`src/rtl/trap_ctl_pkg.sv`:
```
// Constants and carrier types for the trap and nesting control block.
// Assumes a 32-bit APB master on pclk; both registers use the low 16 bits.
package trap_ctl_pkg;

  // ************************************************************
  // Register map
  // ************************************************************
  localparam logic [11:0] off_trap_ctl   = 12'h000;
  localparam logic [11:0] off_global_ctl = 12'h004;

  // ************************************************************
  // Trap and nesting control fields
  // ************************************************************
  localparam int bit_nesting_off     = 15;
  localparam int bit_acc_a_ovf_cause = 14;
  localparam int bit_acc_b_ovf_cause = 13;
  localparam int bit_acc_a_cat_cause = 12;
  localparam int bit_acc_b_cat_cause = 11;
  localparam int bit_acc_a_ovf_en    = 10;
  localparam int bit_acc_b_ovf_en    = 9;
  localparam int bit_cat_en          = 8;
  localparam int bit_bad_shift       = 7;
  localparam int bit_zero_divisor    = 6;
  localparam int bit_dma_trap        = 5;
  localparam int bit_arith_trap      = 4;
  localparam int bit_bad_address     = 3;
  localparam int bit_stack_trap      = 2;
  localparam int bit_clock_loss      = 1;

  // ************************************************************
  // Global enable and edge control fields
  // ************************************************************
  localparam int bit_global_irq_on   = 15;
  localparam int bit_timed_block     = 14;
  localparam int bit_software_trap   = 13;
  localparam int bit_polarity_lsb    = 0;
  localparam int ext_irq_count       = 3;

  // ************************************************************
  // Reset values
  // ************************************************************
  localparam logic [15:0] rst_trap_ctl   = 16'h0000;
  localparam logic [15:0] rst_global_ctl = 16'h8000;

  // Trap sources, one-cycle pulses from the core
  typedef struct packed {
    logic acc_a_overflow;
    logic acc_b_overflow;
    logic acc_a_catastrophic;
    logic acc_b_catastrophic;
    logic bad_shift;
    logic zero_divisor;
    logic dma_fault;
    logic bad_address;
    logic stack_fault;
    logic clock_loss;
  } trap_events_s;

  // Control levels toward the core
  typedef struct packed {
    logic                     nesting_allowed;
    logic                     irqs_allowed;
    logic                     ipl_writable;
    logic                     software_trap;
    logic [ext_irq_count-1:0] ext_polarity;
  } core_ctl_s;

endpackage : trap_ctl_pkg

```
`src/rtl/interrupt_trap_control_regs.sv`:
```
// Trap and nesting control registers with APB access and edge detection.
// Assumes trap pulses come from logic on pclk; external irq pins are async.
//
// Operation
// - Nesting-off bit 15 set stops interrupt nesting; clear allows it.
// - Ordinary overflow trap of A or B sets cause bit 14 or 13.
// - Catastrophic overflow trap of A or B sets bit 12 or 11.
// - Bits 10 and 9 enable ordinary overflow traps for A and B.
// - Bit 8 enables catastrophic overflow traps for both accumulators.
// - Invalid accumulator shift math trap sets bit 7.
// - Divide by zero math trap sets bit 6.
// - Any DMA controller trap sets bit 5.
// - Any math error trap sets bit 4.
// - Address error trap sets bit 3.
// - Stack error trap sets bit 2.
// - Oscillator failure trap sets bit 1.
// - Unused bit 0 and bits 12 to 3 read as zero.
// - Global enable bit 15 resets to one; clear blocks irqs, not traps.
// - Bit 14 reads one while a timed irq block is active.
// - Bit 13 shows whether the software trap is enabled.
// - Polarity bits 2..0: one falling edge, zero rising edge request.
// - While nesting is off, cpu priority low bits are read-only.
//
// The APB slave port and the placing of the registers are this design's own decisions.
`timescale 1ns/1ps

module interrupt_trap_control_regs (
  input  wire logic                          pclk,
  input  wire logic                          presetn,
  input  wire logic                          psel,
  input  wire logic                          penable,
  input  wire logic                          pwrite,
  input  wire logic [11:0]                   paddr,
  input  wire logic [31:0]                   pwdata,
  input  wire logic [3:0]                    pstrb,
  output logic      [31:0]                   prdata,
  output logic                               pready,
  output logic                               pslverr,
  input  wire trap_ctl_pkg::trap_events_s    trap_events,
  input  wire logic                          timed_block_active,
  input  wire logic [2:0]                    ext_irq_pin,
  output logic      [2:0]                    ext_irq_req,
  output logic                               math_trap_req,
  output trap_ctl_pkg::core_ctl_s            core_ctl
);

  // ************************************************************
  // Bus decode
  // ************************************************************
  logic [15:0] trap_ctl;
  logic [15:0] global_ctl;
  logic [15:0] next_trap_ctl;
  logic [15:0] next_global_ctl;
  logic        next_pslverr;

  wire access_phase = psel & penable;
  wire hit_trap     = paddr == trap_ctl_pkg::off_trap_ctl;
  wire hit_global   = paddr == trap_ctl_pkg::off_global_ctl;
  wire hit_any      = hit_trap | hit_global;
  wire wr_trap      = access_phase & pwrite & hit_trap;
  wire wr_global    = access_phase & pwrite & hit_global;

  // Byte lanes: only the two low lanes carry register bits
  wire [15:0] lane_mask = {{8{pstrb[1]}}, {8{pstrb[0]}}};

  // Zero-wait slave; every access completes in its first access cycle
  assign pready = 1'b1;

  // ************************************************************
  // Trap detection
  // ************************************************************
  wire ovf_en_a = trap_ctl[trap_ctl_pkg::bit_acc_a_ovf_en];
  wire ovf_en_b = trap_ctl[trap_ctl_pkg::bit_acc_b_ovf_en];
  wire cat_en   = trap_ctl[trap_ctl_pkg::bit_cat_en];

  // Overflow only traps when its enable is set
  wire ovf_trap_a = trap_events.acc_a_overflow & ovf_en_a;
  wire ovf_trap_b = trap_events.acc_b_overflow & ovf_en_b;
  wire cat_trap_a = trap_events.acc_a_catastrophic & cat_en;
  wire cat_trap_b = trap_events.acc_b_catastrophic & cat_en;

  // Accumulator traps are math traps too
  wire any_math = ovf_trap_a | ovf_trap_b | cat_trap_a | cat_trap_b
                | trap_events.bad_shift | trap_events.zero_divisor;

  // Hardware set vector, one bit per flag
  logic [15:0] set_vec;

  always_comb begin
    set_vec = 16'h0000;
    set_vec[trap_ctl_pkg::bit_acc_a_ovf_cause] = ovf_trap_a;
    set_vec[trap_ctl_pkg::bit_acc_b_ovf_cause] = ovf_trap_b;
    set_vec[trap_ctl_pkg::bit_acc_a_cat_cause] = cat_trap_a;
    set_vec[trap_ctl_pkg::bit_acc_b_cat_cause] = cat_trap_b;
    set_vec[trap_ctl_pkg::bit_bad_shift]       = trap_events.bad_shift;
    set_vec[trap_ctl_pkg::bit_zero_divisor]    = trap_events.zero_divisor;
    set_vec[trap_ctl_pkg::bit_dma_trap]        = trap_events.dma_fault;
    set_vec[trap_ctl_pkg::bit_arith_trap]      = any_math;
    set_vec[trap_ctl_pkg::bit_bad_address]     = trap_events.bad_address;
    set_vec[trap_ctl_pkg::bit_stack_trap]      = trap_events.stack_fault;
    set_vec[trap_ctl_pkg::bit_clock_loss]      = trap_events.clock_loss;
  end

  // ************************************************************
  // Trap and nesting control next value
  // ************************************************************
  // Bit 0 never stored, so it reads as zero
  localparam logic [15:0] trap_impl = 16'hfffe;

  wire [15:0] trap_written = (trap_ctl & ~lane_mask) | (pwdata[15:0] & lane_mask);
  wire [15:0] trap_base    = wr_trap ? trap_written : trap_ctl;

  // Set wins over a software clear in the same cycle
  assign next_trap_ctl = (trap_base | set_vec) & trap_impl;

  // ************************************************************
  // Global enable and edge control next value
  // ************************************************************
  // Only enable, software trap and polarity bits are stored
  localparam logic [15:0] global_impl = 16'ha007;

  wire [15:0] global_written = (global_ctl & ~lane_mask) | (pwdata[15:0] & lane_mask);

  assign next_global_ctl = (wr_global ? global_written : global_ctl) & global_impl;

  // ************************************************************
  // Register storage
  // ************************************************************
  always_ff @(posedge pclk or negedge presetn) begin
    if (!presetn) begin
      trap_ctl   <= trap_ctl_pkg::rst_trap_ctl;
      global_ctl <= trap_ctl_pkg::rst_global_ctl;
    end else begin
      trap_ctl   <= next_trap_ctl;
      global_ctl <= next_global_ctl;
    end
  end

  // ************************************************************
  // Read view
  // ************************************************************
  logic [15:0] global_view;

  always_comb begin
    global_view = global_ctl;
    // Live status, not stored, so software cannot fake it
    global_view[trap_ctl_pkg::bit_timed_block] = timed_block_active;
  end

  wire [15:0] read_sel = hit_trap   ? trap_ctl    :
                         hit_global ? global_view : 16'h0000;

  // Unmapped address: error response, read data zero
  assign next_pslverr = access_phase & ~hit_any;

  // Data output comes from flops; the handshake is combinational
  logic [31:0] read_q;

  always_ff @(posedge pclk or negedge presetn) begin
    if (!presetn) begin
      read_q <= 32'h0000_0000;
    end else begin
      read_q <= {16'h0000, read_sel};
    end
  end

  // Address is stable from setup, so the flop holds it by access phase
  assign prdata  = (access_phase & ~pwrite) ? read_q : 32'h0000_0000;
  assign pslverr = next_pslverr;

  // ************************************************************
  // External interrupt edge detection
  // ************************************************************
  // Two flops per pin before any logic; third stage holds last level
  logic [2:0] pin_meta;
  logic [2:0] pin_sync;
  logic [2:0] pin_last;

  always_ff @(posedge pclk or negedge presetn) begin
    if (!presetn) begin
      pin_meta <= 3'h0;
      pin_sync <= 3'h0;
      pin_last <= 3'h0;
    end else begin
      pin_meta <= ext_irq_pin;
      pin_sync <= pin_meta;
      pin_last <= pin_sync;
    end
  end

  logic [2:0] next_ext_irq_req;

  genvar g;
  generate
    for (g = 0; g < trap_ctl_pkg::ext_irq_count; g++) begin : g_edge
      wire falling  = global_ctl[trap_ctl_pkg::bit_polarity_lsb + g];
      wire rise_seen = pin_sync[g] & ~pin_last[g];
      wire fall_seen = ~pin_sync[g] & pin_last[g];
      // One selects falling edge, zero rising edge
      assign next_ext_irq_req[g] = falling ? fall_seen : rise_seen;
    end
  endgenerate

  // Requests are not gated by the global enable here; the core applies it
  always_ff @(posedge pclk or negedge presetn) begin
    if (!presetn) begin
      ext_irq_req <= 3'h0;
    end else begin
      ext_irq_req <= next_ext_irq_req;
    end
  end

  // ************************************************************
  // Math trap request toward the core
  // ************************************************************
  always_ff @(posedge pclk or negedge presetn) begin
    if (!presetn) begin
      math_trap_req <= 1'b0;
    end else begin
      math_trap_req <= any_math;
    end
  end

  // ************************************************************
  // Control levels toward the core
  // ************************************************************
  wire nest_off = trap_ctl[trap_ctl_pkg::bit_nesting_off];

  always_comb begin
    core_ctl.nesting_allowed = ~nest_off;
    core_ctl.ipl_writable    = ~nest_off;
    // Traps are never masked by this bit, only interrupts
    core_ctl.irqs_allowed    = global_ctl[trap_ctl_pkg::bit_global_irq_on];
    core_ctl.software_trap   = global_ctl[trap_ctl_pkg::bit_software_trap];
    core_ctl.ext_polarity    = global_ctl[trap_ctl_pkg::bit_polarity_lsb +: 3];
  end

endmodule : interrupt_trap_control_regs

```
`config.mk`:
```
export PLATFORM = sky130hd
export DESIGN_NAME = interrupt_trap_control_regs
export DESIGN_NICKNAME = d
export VERILOG_FILES = /design/src/rtl/trap_ctl_pkg.sv /design/src/rtl/interrupt_trap_control_regs.sv
export SDC_FILE = /design/constraint.sdc
export NUM_CORES = 1
export LEC_CHECK = 0
export BUFFER_PORTS_ARGS = -buffer_cell sky130_fd_sc_hd__buf_2
export CAP_MARGIN = 0
export CORE_ASPECT_RATIO = 1.25
export CORE_MARGIN = 2
export CORE_UTILIZATION = 42
export CTS_BUF_LIST = sky130_fd_sc_hd__clkbuf_4 sky130_fd_sc_hd__clkbuf_8
export CTS_CLUSTER_DIAMETER = 30
export CTS_CLUSTER_SIZE = 24
export DETAILED_ROUTE_END_ITERATION = 8
export GPL_ROUTABILITY_DRIVEN = 0
export PLACE_DENSITY_LB_ADDON = 0.05
export SETUP_SLACK_MARGIN = 0.05
export SYNTH_ARGS = -nofsm -noshare
export SYNTH_HDL_FRONTEND = slang
export SYNTH_SLANG_ARGS = --single-unit
```
`constraint.sdc`:
```
create_clock -name pclk -period 1.1 [get_ports pclk]
set_input_delay 0.22 -clock pclk [delete_from_list [all_inputs] [get_ports pclk]]
set_output_delay 0.22 -clock pclk [all_outputs]
set_load 0.02 [all_outputs]
```
==> results of run 1 <==
## per-stage QoR
stage                     std cells  setup TNS [ns]  setup slack (ns)  hold WS, ns
after floorplan                 202          -16.50           -0.6597     -0.07559
after global placement          341          -23.83           -0.7511       0.2311
after detailed placement        341          -23.74           -0.7675       0.2280
after CTS                       358          -11.26           -0.4102     0.006653
after global routing            362          -12.48           -0.4328    0.0005474
final                           362          -10.94           -0.3944      0.01574
## where the power goes
group / switching (mW) / internal, mW / leakage, nW / total, mW
sequential: 0.0118 / 1.83 / 0.617 / 1.84
clock: 0.590 / 0.708 / 0.0588 / 1.30
combinational: 0.206 / 0.174 / 0.972 / 0.380
total: 0.807 / 2.71 / 1.65 / 3.51
## cells by family (layout without fill, tap and decap cells)
family	Yosys count	count (layout)	share of synthesized area, %
buffers and inverters	24	122	8.155
other	2	17	0.3376
DFF	49	49	55.17
muxes	24	24	11.30
and+or+nand+nor	72	72	20.81
AOI/OAI and AO/OA	16	16	4.219
## layout make-up
cell class / count / area (µm²) / area share [%]
clock buffers: 6 / 76.32 / 2.279
clock inverters: 2 / 38.79 / 1.158
inverters: 1 / 3.754 / 0.1121
multi-input cells: 129 / 991.0 / 29.59
flip-flops and latches: 49 / 1227 / 36.65
well taps: 62 / 77.57 / 2.316
repair buffers: 113 / 934.6 / 27.90
## repair_timing
| item | 4_1_cts | 5_1_grt |
|---|---|---|
| setup buffers | 8 | 4 |
| endpoints found under the setup margin | 57 | 58 |
| hold buffers | 1 | 0 |
| hold endpoints to repair | 48 | 0 |
| gates resized for setup | 84 | 10 |
| pin swaps | 12 | 14 |
## cells in the final DEF (no fill, tap or decap), types with 2 or more instances in the layout
cell / count
nor4_1: 2
conb_1: 17
and2_1: 10
buf_6: 41
or4_4: 3
and2_4: 16
buf_4: 27
a21oi_1: 8
clkbuf_8: 5
nand4_1: 2
mux2i_1: 15
buf_2: 41
nor4_4: 5
nand2b_1: 3
dfrtp_1: 48
nand2_1: 2
nand3b_1: 3
nor2_1: 18
nor3_1: 2
buf_12: 2
nand3_1: 2
o21ai_0: 4
mux2_4: 9
## how the worst max path moves through the flow
| stage | from | slack, ns | end |
|---|---|---|---|
| global placement | paddr[3] | -0.75 | flip-flop |
| finish | paddr[6] | -0.39 | flip-flop |
| CTS | paddr[6] | -0.41 | trap_ctl[4] |
| detailed placement | paddr[1] | -0.77 | flip-flop |
| floorplan | paddr[2] | -0.66 | flip-flop |
| global route | paddr[1] | -0.43 | trap_ctl[13] |
## worst register-to-register path: stages, from the launching register on
cell and delay (ns):
dfrtp_1 0.39, a211oi_1 0.27, nand3_1 0.15, a211o_1 0.24
## per-layer routing
layer  vias to the layer above  GRT usage [%]  part of all wire [%]
met3                         5          4.632                   6.0
met4                         0          5.348                   1.3
li1                        836              -                     -
met2                        55          28.50                    52
met5                         -              0                     0
met1                       789          21.71                    41
==> flow_summary.toml, run 1 <==
[setup_path]
slowest_stage = "or4_4"
endpoint_kind = "flip-flop"
start_kind = "primary input"
crit_required_ns = 1.29
slowest_delay_ns = 0.61
path_cells = "buf_6 > or4_4 > nor4_4 > buf_6 > mux2_4"
r2r_cells = 3
path_max_fanout = 5
crit_buf_inv = 2
worst_ep_arrival_time_ns = 1.68
timing.critical_path.mode_cell = "buf_6"
r2r-end = "trap_ctl[4]"
critPathTopFamily = "simple AND/OR/NAND/NOR gates"
path_class = "in -> reg"
rrSetupSlack_ns = -0.07
cp.depth = 5

[timing]
period_share_pct = 135.9
finalHoldViolations = 0
fmax_mhz = 669.2
finalMaxSlewViolations = 0
setup_viol = 50
rsz0062_at_grt = "true"
finClkSkew_ns = 0.008638
setup_slack_ns = -0.3944
period_minus_slack_ns = 1.494

[clock_network]
root_buffer = "clkbuf_8"
path_clk_slew_ns = 0.09
cts.sinks = 49
numCtsBuffers = 5
htreeDepth = 2
cts_tree = "built"
clk-insertion-delay-late_ns = 0.30
cts_buffer_depth = 2

[synth]
async_flop_share_pct = 100.0
ys_seq_elements = 49
yosysMostFrequentCell = "dfrtp_1"
synth_top_area_share_pct = 53.99
synth_commonest_cells = "dfrtp_1 (48), and2_1 (26), nor2_1 (19), buf_4 (18), mux2i_1 (15)"
synth_area_mm2 = 0.002225
synth_cell_types = 30
synth-edff-count = 0
syn_area_per_cell_um2 = 11.90
ys.flop_type = "dfrtp_1"
synth-seq-area-share_pct = 55.17
yosysWarningCount = 0
yosysTopAreaCell = "dfrtp_1"
netlist_top_cells_area = "dfrtp_1 (54%), and2_1 (7.3%), mux2i_1 (6.7%), buf_4 (6.1%), mux2_2 (4.6%)"
syn-instance-count = 187

[worst_hold_path]
min-delay-start = "ext_irq_pin[0]"
hold_depth = 1
min_to = "pin_meta[0]"
hold_class = "in -> reg"

[power]
p_leak_nw = 1.648
vdd_ir_drop_max_v = 0.001008
power.total_mw = 3.514
power.density_mw_per_mm2 = 1049

[floorplan]
io_pins = 112
die_w_um = 69.10
rows = 29
initial_utilization_pct = 43.79
dieHeight_um = 85.37
core_area_mm2 = 0.005080
die_area_mm2 = 0.005899

[cells_and_area]
diodes = 0
nNetsFinal = 366
fill_cells = 410
drive_gt1_share_pct = 53.00
stdcell_area_mm2 = 0.003349
area_growth_pct = 50.56
fin_util_pct = 65.94

[route]
via_per_inst = 4.655
drt_iter0_markers = 52
dr.pass1.iters = 4
drtAntennaViolNets = 0
drt-total-wl_um = 4870
drc_errors = 0
vias = 1685
routedWlPerCell_um = 13.45

[global_routing]
grt_max_degree = 50
grt_pass1_wl_um = 7941
antenna_found_initial = 0
overflow = 0
grt_pass1_vias = 1667
grt_use_total_pct = 17.07

[placed_design]
io_buffers = 76
dpl.hpwl_um = 3367
place_area_mm2 = 0.002833

[flow_run]
drv_cap = 0

[run_status]
failed_checks = "setup timing"
run_status = "finished with violations"
Note: power is estimated with default switching activity, not from simulation.
==> inputs of run 2 (changes only) <==
--- a/config.mk
+++ b/config.mk
@@ -7,9 +7,11 @@
 export LEC_CHECK = 0
 export BUFFER_PORTS_ARGS = -buffer_cell sky130_fd_sc_hd__buf_2
 export CAP_MARGIN = 0
+export CELL_PAD_IN_SITES_DETAIL_PLACEMENT = 1
+export CELL_PAD_IN_SITES_GLOBAL_PLACEMENT = 2
 export CORE_ASPECT_RATIO = 1.25
 export CORE_MARGIN = 2
-export CORE_UTILIZATION = 42
+export CORE_UTILIZATION = 25
 export CTS_BUF_LIST = sky130_fd_sc_hd__clkbuf_4 sky130_fd_sc_hd__clkbuf_8
 export CTS_CLUSTER_DIAMETER = 30
 export CTS_CLUSTER_SIZE = 24
==> flow_summary.toml, run 2 (same netlist as run 1, synthesis figures left out) <==
[timing]
finalMaxSlewViolations = 0
setup_viol = 50
period_minus_slack_ns = 1.492
finClkSkew_ns = 0.01024
period_share_pct = 135.6
fmax_mhz = 670.2
finalHoldViolations = 0
rsz0062_at_grt = "true"
setup_slack_ns = -0.3921
setup_tns_ns = -12.54

[clock_network]
numCtsBuffers = 5
cts.sinks = 49
root_buffer = "clkbuf_8"
clk-insertion-delay-late_ns = 0.31
htreeDepth = 2
cts_buffer_depth = 2
cts_tree = "built"
path_clk_slew_ns = 0.08

[power]
p_int_mw = 2.701
vdd_ir_drop_max_v = 0.0007142
p_leak_nw = 1.720
swShare_pct = 24.63
p_seq_share_pct = 51.3
switching_power_uw = 882.6
power.density_mw_per_mm2 = 1005
combPwrFrac_pct = 11.8
power_frac_clock_pct = 36.9

[cells_and_area]
fill_cells = 987
stdcell_area_mm2 = 0.003565
post_layout_nonfiller_instances = 429
drive_gt1_share_pct = 57.28
mostFrequentLayoutCells = "dfrtp_1 (47), buf_6 (46), buf_2 (39)"
diodes = 0
area_growth_pct = 60.24
final_common_cell = "dfrtp_1"
nNetsFinal = 375

[route]
dr.pass1.iters = 3
drt_iter0_markers = 26
routedWlPerCell_um = 14.57
drtAntennaViolNets = 0
drt-total-wl_um = 6252
drc_errors = 0
via_per_inst = 4.138
vias = 1775

[worst_hold_path]
min_to = "pin_meta[0]"
hold_depth = 1
min-delay-start = "ext_irq_pin[0]"
hold_class = "in -> reg"

[placed_design]
dpl.hpwl_um = 4489
io_buffers = 76
place_area_mm2 = 0.002940
placedCellCount = 402

[floorplan]
rows = 38
io_pins = 112
die_w_um = 88.38
die_area_mm2 = 0.009674
dieHeight_um = 109.5
core_area_mm2 = 0.008653
initial_utilization_pct = 25.71

[setup_path]
slowest_delay_ns = 0.62
r2r_cells = 4
path_class = "in -> reg"
slowest_stage = "or4_4"
crit_required_ns = 1.29
rrSetupSlack_ns = -0.05
worst_ep_arrival_time_ns = 1.68
path_max_fanout = 6
start_kind = "primary input"
r2r-end = "trap_ctl[4]"
endpoint_kind = "flip-flop"
path_cells = "buf_6 > or4_4 > nor4_4 > buf_4 > mux2_4"

[run_status]
run_status = "finished with violations"
failed_checks = "setup timing"

[global_routing]
antenna_found_initial = 0
grt_max_degree = 46
grt_use_total_pct = 13.83
grt_pass1_wl_um = 9880
grt_pass1_vias = 1864
overflow = 0

[flow_run]
drv_cap = 0
run 2: cell count changes in the layout (fill, tap and decap cells not counted), moves of 2 or more:
cell	before	now
and2_1	10	4
and2_4	16	22
buf_4	27	32
buf_6	41	46
buf_2	41	39
run 2: power groups by stage:
stage	clock network (mW)	registers (mW)	logic (mW)
floorplan	0	1.88	0.176
global placement	0	1.87	0.351
detailed placement	0	1.87	0.353
CTS	1.38	1.84	0.434
global route	1.48	1.84	0.463
finish	1.32	1.84	0.423
run 2: area by class of cell:
cell class              count  area, µm²  share of cell area, %
repair buffers            122       1033                  28.99
clock buffers               5      68.82                  1.931
well taps                 120      150.1                  4.212
multi-input cells         129       1033                  28.99
flip-flops and latches     49       1229                  34.47
inverters                   1      3.754                 0.1053
clock inverters             3      46.29                  1.299
run 2: through the flow:
step                worst slack, ns  total power, mW  utilization [%]  hold slack (ns)
CTS                         -0.4353            3.655            40.98         0.001499
detailed placement          -0.8109            2.225            33.98          0.05033
global placement            -0.7925            2.222            33.98          0.04969
finish                      -0.3921            3.583            41.19          0.02547
floorplan                   -0.6597            2.056                -         -0.07559
global route                -0.4260            3.781            41.19         0.003559
run 2: what timing repair did:
action,in CTS,in global routing
endpoints found under the setup margin,58,61
resized for setup,101,12
buffers inserted,16,2
endpoints found under the hold margin,48,1
pin swaps,22,20
cloned,2,0
hold buffers,1,1
run 2: per-layer routing:
| metal | up-vias | wire [µm] | track usage, % | part of all wire (%) |
|---|---|---|---|---|
| met5 | - | 0 | 0 | 0 |
| met4 | 0 | 158 | 5.303 | 2.5 |
| met3 | 12 | 229 | 3.003 | 3.7 |
| met2 | 43 | 3502 | 24.44 | 56 |
| met1 | 875 | 2361 | 16.19 | 38 |
| li1 | 845 | - | - | - |
run 2: worst max-delay path: cells and delay by family:
family                 cells  cell delay [ns]
and+or+nand+nor            2             0.89
muxes                      1             0.29
buffers and inverters      2             0.26
run 2: worst max path at each step:
stage,from,end,slack [ns],depth (start not counted)
after floorplan,paddr[2],flip-flop,-0.66,5
after global placement,paddr[9],flip-flop,-0.79,5
after detailed placement,paddr[9],trap_ctl[14],-0.81,6
after CTS,paddr[6],trap_ctl[14],-0.44,6
after global routing,paddr[4],trap_ctl[14],-0.43,6
final,paddr[8],flip-flop,-0.39,5
